## src/pkg/les_pkg.sv

```systemverilog
// Package with offsets, field positions, reset values and carrier types of the LED status registers.
package les_pkg;
   localparam logic [7:0] ADDR_ENG_ONE_START = 8'h30;
   localparam logic [7:0] ADDR_ENG_TWO_START = 8'h31;
   localparam logic [7:0] ADDR_ENG_THREE_START = 8'h32;
   localparam logic [7:0] ADDR_TEST_PUMP = 8'h33;
   localparam logic [7:0] ADDR_STATE_FLAGS = 8'h3c;
   localparam logic [7:0] RST_START_ADDRESS = 8'h00;
   localparam logic [7:0] RST_TEST_PUMP = 8'h02;
   localparam logic [7:0] RST_STATE_FLAGS = 8'h80;
   localparam logic [7:0] READ_UNMAPPED = 8'h00;
   localparam int BIT_SHORT_TEST = 4;
   localparam int BIT_OPEN_TEST = 3;
   localparam int BIT_HEADROOM_HI = 2;
   localparam int BIT_HEADROOM_LO = 1;
   localparam int BIT_DISCHARGE_DIS = 0;
   localparam int BIT_MASK_BUSY = 7;
   localparam int BIT_STARTUP_BUSY = 6;
   localparam int BIT_ENGINE_BUSY = 5;
   localparam int NUM_ENGINES = 3;
   localparam logic [1:0] HR_CODE_200 = 2'h0;
   localparam logic [1:0] HR_CODE_300 = 2'h2;
   localparam logic [1:0] PIN_CFG_IRQ = 2'h1;

   typedef enum logic [1:0] {
      hr_200mv,
      hr_250mv,
      hr_300mv
   } les_headroom_type;

   typedef struct packed {
      logic wr;
      logic rd;
      logic [7:0] addr;
      logic [7:0] wdata;
   } les_req_type;

   typedef struct packed {
      logic startup_running;
      logic [2:0] engine_clearing;
      logic [2:0] engine_irq_event;
      logic thermal_shutdown;
      logic low_power_state;
   } les_core_type;
endpackage : les_pkg

```

## src/logic/les_fall.sv

```systemverilog
// Falling edge detector giving a one-cycle pulse when a level drops.
`timescale 1ns/10ps
module les_fall (
   input wire logic clock,
   input wire logic sys_rst,
   input wire logic level,
   output logic fall
);
   logic prev_q;
   logic prev_d;

   always_comb begin
      prev_d = level;
   end

   always_ff @(posedge clock) begin
      if (sys_rst) begin
         prev_q <= 1'b0;
      end else begin
         prev_q <= prev_d;
      end
   end

   assign fall = prev_q & ~level;
endmodule : les_fall

```

## src/logic/les_flag.sv

```systemverilog
// Sticky flags that hardware sets and a shared clear removes; set wins over clear.
`timescale 1ns/10ps
module les_flag #(
   parameter int W = 1
) (
   input wire logic clock,
   input wire logic sys_rst,
   input wire logic [W-1:0] set,
   input wire logic clear,
   output logic [W-1:0] flag_q
);
   logic [W-1:0] flag_d;

   // An event in the clearing cycle survives so no end-of-program is lost.
   always_comb begin
      flag_d = set | (clear ? '0 : flag_q);
   end

   always_ff @(posedge clock) begin
      if (sys_rst) begin
         flag_q <= '0;
      end else begin
         flag_q <= flag_d;
      end
   end
endmodule : les_flag

```

## src/logic/les_regs.sv

```systemverilog
// Engine start, LED test, pump control and engine status registers with the interrupt pin.
`timescale 1ns/10ps
module les_regs (
   input wire logic clock,
   input wire logic sys_rst,
   input wire les_pkg::les_req_type req,
   input wire les_pkg::les_core_type core,
   input wire logic [1:0] pin_config,
   output logic [7:0] rdata_q,
   output logic rvalid_q,
   output logic [7:0] engine_one_start_address,
   output logic [7:0] engine_two_start_address,
   output logic [7:0] engine_three_start_address,
   output logic short_test_en_q,
   output logic open_test_en_q,
   output les_pkg::les_headroom_type headroom_q,
   output logic pump_discharge_q,
   output logic int_pin_n_q,
   output logic int_pin_oe_q
);
   logic [7:0] start_q [les_pkg::NUM_ENGINES];
   logic [7:0] start_d [les_pkg::NUM_ENGINES];
   logic [7:0] test_pump_q;
   logic [7:0] test_pump_d;
   logic mask_q;
   logic mask_d;
   logic [7:0] rdata_d;
   logic rvalid_d;
   les_pkg::les_headroom_type headroom_d;
   logic short_d;
   logic open_d;
   logic discharge_d;
   logic int_n_d;
   logic int_oe_d;
   logic any_busy;
   logic busy_fall;
   logic status_read;
   logic [2:0] eng_flag;
   logic busy_done;
   logic [7:0] status_view;

   assign any_busy = core.startup_running | (|core.engine_clearing);
   assign status_read = req.rd && (req.addr == les_pkg::ADDR_STATE_FLAGS);

   // Engine end or interrupt instruction sets the per-engine flag.
   les_flag #(
      .W(3)
   ) u_eng_flags (
      .clock(clock),
      .sys_rst(sys_rst),
      .set(core.engine_irq_event),
      .clear(status_read),
      .flag_q(eng_flag)
   );

   les_fall u_busy_fall (
      .clock(clock),
      .sys_rst(sys_rst),
      .level(any_busy),
      .fall(busy_fall)
   );

   // Masked busy endings are dropped rather than held, so unmasking later fires nothing stale.
   les_flag #(
      .W(1)
   ) u_busy_done (
      .clock(clock),
      .sys_rst(sys_rst),
      .set(busy_fall && !mask_q),
      .clear(status_read),
      .flag_q(busy_done)
   );

   // Busy bits are live levels; reserved bits stay zero.
   always_comb begin
      status_view = 8'h00;
      status_view[les_pkg::BIT_MASK_BUSY] = mask_q;
      status_view[les_pkg::BIT_STARTUP_BUSY] = core.startup_running;
      status_view[les_pkg::BIT_ENGINE_BUSY] = |core.engine_clearing;
      status_view[2:0] = eng_flag;
   end

   // Register writes; the engine busy restriction is left to the host.
   always_comb begin
      for (int i = 0; i < les_pkg::NUM_ENGINES; i++) begin
         start_d[i] = start_q[i];
      end
      test_pump_d = test_pump_q;
      mask_d = mask_q;
      if (req.wr) begin
         if (req.addr == les_pkg::ADDR_ENG_ONE_START) begin
            start_d[0] = req.wdata;
         end else if (req.addr == les_pkg::ADDR_ENG_TWO_START) begin
            start_d[1] = req.wdata;
         end else if (req.addr == les_pkg::ADDR_ENG_THREE_START) begin
            start_d[2] = req.wdata;
         end else if (req.addr == les_pkg::ADDR_TEST_PUMP) begin
            test_pump_d = req.wdata;
         end else if (req.addr == les_pkg::ADDR_STATE_FLAGS) begin
            mask_d = req.wdata[les_pkg::BIT_MASK_BUSY];
         end
      end
   end

   always_ff @(posedge clock) begin
      if (sys_rst) begin
         for (int i = 0; i < les_pkg::NUM_ENGINES; i++) begin
            start_q[i] <= les_pkg::RST_START_ADDRESS;
         end
         test_pump_q <= les_pkg::RST_TEST_PUMP;
         mask_q <= les_pkg::RST_STATE_FLAGS[les_pkg::BIT_MASK_BUSY];
      end else begin
         for (int i = 0; i < les_pkg::NUM_ENGINES; i++) begin
            start_q[i] <= start_d[i];
         end
         test_pump_q <= test_pump_d;
         mask_q <= mask_d;
      end
   end

   assign engine_one_start_address = start_q[0];
   assign engine_two_start_address = start_q[1];
   assign engine_three_start_address = start_q[2];

   // Read data one cycle after the request; unmapped offsets answer zero.
   always_comb begin
      rvalid_d = req.rd;
      rdata_d = les_pkg::READ_UNMAPPED;
      if (req.rd) begin
         if (req.addr == les_pkg::ADDR_ENG_ONE_START) begin
            rdata_d = start_q[0];
         end else if (req.addr == les_pkg::ADDR_ENG_TWO_START) begin
            rdata_d = start_q[1];
         end else if (req.addr == les_pkg::ADDR_ENG_THREE_START) begin
            rdata_d = start_q[2];
         end else if (req.addr == les_pkg::ADDR_TEST_PUMP) begin
            rdata_d = test_pump_q;
         end else if (req.addr == les_pkg::ADDR_STATE_FLAGS) begin
            rdata_d = status_view;
         end
      end
   end

   always_ff @(posedge clock) begin
      if (sys_rst) begin
         rdata_q <= 8'h00;
         rvalid_q <= 1'b0;
      end else begin
         rdata_q <= rdata_d;
         rvalid_q <= rvalid_d;
      end
   end

   // Analog controls decoded from the test and pump register.
   always_comb begin
      short_d = test_pump_q[les_pkg::BIT_SHORT_TEST];
      open_d = test_pump_q[les_pkg::BIT_OPEN_TEST];
      case (test_pump_q[les_pkg::BIT_HEADROOM_HI:les_pkg::BIT_HEADROOM_LO])
         les_pkg::HR_CODE_200: headroom_d = les_pkg::hr_200mv;
         les_pkg::HR_CODE_300: headroom_d = les_pkg::hr_300mv;
         default: headroom_d = les_pkg::hr_250mv;
      endcase
      discharge_d = !test_pump_q[les_pkg::BIT_DISCHARGE_DIS] && core.low_power_state
         && !core.thermal_shutdown;
   end

   // Pin low is the asserted level; it is driven only when pin_config selects the interrupt function.
   always_comb begin
      int_n_d = !((|eng_flag) || busy_done);
      int_oe_d = (pin_config == les_pkg::PIN_CFG_IRQ);
   end

   always_ff @(posedge clock) begin
      if (sys_rst) begin
         short_test_en_q <= 1'b0;
         open_test_en_q <= 1'b0;
         headroom_q <= les_pkg::hr_250mv;
         pump_discharge_q <= 1'b0;
         int_pin_n_q <= 1'b1;
         int_pin_oe_q <= 1'b0;
      end else begin
         short_test_en_q <= short_d;
         open_test_en_q <= open_d;
         headroom_q <= headroom_d;
         pump_discharge_q <= discharge_d;
         int_pin_n_q <= int_n_d;
         int_pin_oe_q <= int_oe_d;
      end
   end
endmodule : les_regs

```

## config.mk

```make
export PLATFORM = sky130hd
export DESIGN_NAME = les_regs
export DESIGN_NICKNAME = d
export VERILOG_FILES = /design/src/pkg/les_pkg.sv /design/src/logic/les_fall.sv /design/src/logic/les_flag.sv /design/src/logic/les_regs.sv
export SDC_FILE = /design/constraint.sdc
export NUM_CORES = 1
export LEC_CHECK = 0
export ABC_AREA = 1
export BUFFER_PORTS_ARGS = -buffer_cell sky130_fd_sc_hd__buf_4
export CAP_MARGIN = 25
export CORE_MARGIN = 2
export CORE_UTILIZATION = 34
export DETAILED_ROUTE_END_ITERATION = 7
export GPL_ROUTABILITY_DRIVEN = 0
export PLACE_DENSITY = 0.65
export SYNTH_ARGS = -nofsm -noshare
export SYNTH_HDL_FRONTEND = slang
export SYNTH_SLANG_ARGS = --single-unit
```

## constraint.sdc

```tcl
create_clock -name clock -period 2.3 [get_ports clock]
set_input_delay 0 -clock clock [delete_from_list [all_inputs] [get_ports clock]]
set_output_delay 0 -clock clock [all_outputs]
set_load 0.01 [all_outputs]
```

==> impl_metrics.ini <==
[outcome]
status = complete, but fails checks
violations = hold timing

[critical_path]
crit_arrival_ps = 1840
crit_type = in2reg
critPathLaunch = sys_rst
cpPeakStageDelay_ps = 560
worstPathCellList = dlygate4sd3_1 -> buf_4 -> inv_1 -> buf_4 -> nand2_1 -> nor3_1 -> dlygate4sd3_1
required_ps = 2550
worstSetupStartpointType = input port
rr_startpoint = u_eng_flags.flag_q[2]
crit_path_max_fanout = 30
crit_slowest_cell = dlygate4sd3_1
endpoint_kind = register

[clocking]
cts_buffers = 5
clkLatencyLatePin_ps = 300
path_clk_slew_ps = 100
cts_tree = done
cts_sinks = 54
clk_path_buf_depth = 2
cts.repair.resized = 0
root_buffer = clkbuf_8
cts.htree.levels = 2

[synthesis]
syn_inst = 293
synth-edff-count = 0
syn-mean-instance-area_um2 = 7.49
synthArstFlopShare = 0
ys_types = 21
ys.flop_type = dfxtp_1
synthesis.nets = 324
syn-cell-area_um2 = 2190
yosys_warnings = 0
ys_seq_area_frac = 0.493
yosys_register_bits = 54

[sta]
whs_ps = -2.08
hold_viol = 1
slew_headroom = 0.802
clock_skew_ps = 6.51
rsz0062_at_grt = no
tightest_slew_ps = 297
setup_tns_ps = 0
post-route-period-util = 0.694
setup_viol = 0
clock.fmax_ghz = 0.627
period_needed_ps = 1600
slew_viol_final = 0

[drt]
routedWlPerCell_um = 13.7
drc = 0
drtAntennaViolNets = 0
drt-initial-drc-count = 228
drt-total-wl_mm = 6.36
dr.pass1.iters = 4
via_per_inst = 4.91
vias = 2276

[grt]
first_global_vias = 2197
grt-ovfl-total = 0
antenna_found_initial = 0
grt_max_degree = 31
grt.total_usage = 0.183
grt_pass1_wl_mm = 10.4

[die]
die_area_um2 = 7110
io_pins = 71
start_util = 0.349
die_y_um = 84.3
fp-row-count = 29
die_w_um = 84.3
coreArea_um2 = 6280

[layout]
drive_gt1_frac = 0.261
final_cell_mix = 72 x buf_4, 71 x nor2_1, 54 x dfxtp_1
area_delta_synth_final_pct = 41.2
final_core_util = 0.493
layout_commonest_cell = buf_4
fillCellCount = 653
diodes = 0
layout.cells.non_filler = 464
layout.nets = 417

[pwr]
p_leak_nw = 1.45
power_per_cell_area_nw_per_um2 = 544
ir_drop_mv = 0.307
finalPower_mw = 1.68

[place]
dp.cells = 436
hpwl_mm = 4.74
port_buffers = 70

[worst_hold_path]
hp-start = req[17]
min_path_type = in2reg

[flow_run]
maxCapViolations = 0
==> through the flow <==
stage	instance area (um2)	hold WS [ps]	worst slack (ps)
floorplan	2190	69.1	1380
global placement	2790	157	952
detailed placement	2790	164	900
CTS	3100	2.64	724
global route	3100	7.08	610
finish	3100	-2.08	705
==> where the power goes <==
| part | internal, mW | switching, mW |
|---|---|---|
| sequential | 0.944 | 0.00651 |
| clock | 0.277 | 0.310 |
| combinational | 0.0766 | 0.0710 |
| total | 1.30 | 0.387 |
==> cells by family (layout without fill, tap and decap cells) <==
kind of cell    Yosys count  in the layout  synth area share
buf+inv                  28            122            0.0553
compound gates           47             47             0.110
simple gates            164            164             0.342
flops                    54             54             0.493
==> critical path: cells and delay by family <==
kind,cells,cell delay [ps]
buf+inv,5,1640
simple gates,2,200
==> state kept, by name, summed over array words and instances, names as in the netlist, 2 cells and up <==
register / cells
headroom_q: 2
start_q: 24
rdata_q: 8
test_pump_q: 8
u_eng_flags.flag_q: 3
==> layout make-up <==
type,instances,area (um2),share of cell area
Clock buffer,7,96.3,0.0311
Multi-Input combinational cell,211,991,0.320
Timing Repair Buffer,92,741,0.239
Sequential cell,54,1080,0.349
Inverter,22,82.6,0.0267
Tap cell,77,96.3,0.0311
Clock inverter,1,8.76,0.00283
==> final timing paths <==
path | endpoint | depth (start not counted) | slack [ps]
worst min-delay path | mask_q | 3 | -2
worst max register to register | u_eng_flags.flag_q[2] | 3 | 1090
worst min register to register | int_pin_n_q | 1 | 440
worst max-delay path | pump_discharge_q | 7 | 700
==> cell usage after synthesis (2+ instances only) <==
cell type,n,area share
nor2_4,7,0.036
dfxtp_1,54,0.49
nand2_4,3,0.015
nand4_1,4,0.011
a21oi_1,13,0.030
nand2_1,48,0.082
nor3_1,2,0.0046
inv_2,5,0.0086
nor2_2,2,0.0057
clkbuf_1,3,0.0051
inv_1,17,0.029
nand3_1,23,0.052
nand2_2,2,0.0057
o21ai_0,32,0.073
nor2_1,71,0.12
buf_6,2,0.010
==> layer usage <==
metal | part of all wire | GRT usage | routed length [um] | vias to the layer above
li1 | - | - | - | 1131
met1 | 0.44 | 0.246 | 2800 | 1055
met2 | 0.49 | 0.291 | 3090 | 83
met3 | 0.062 | 0.0423 | 395 | 7
met4 | 0.011 | 0.0557 | 70 | 0
met5 | 0 | 0 | 0 | -
==> timing repair <==
action,4_1_cts,5_1_grt
hold buffers,20,0
buffers inserted,0,0
hold endpoints to repair,40,0
Note: power is estimated with default switching activity, not from simulation.
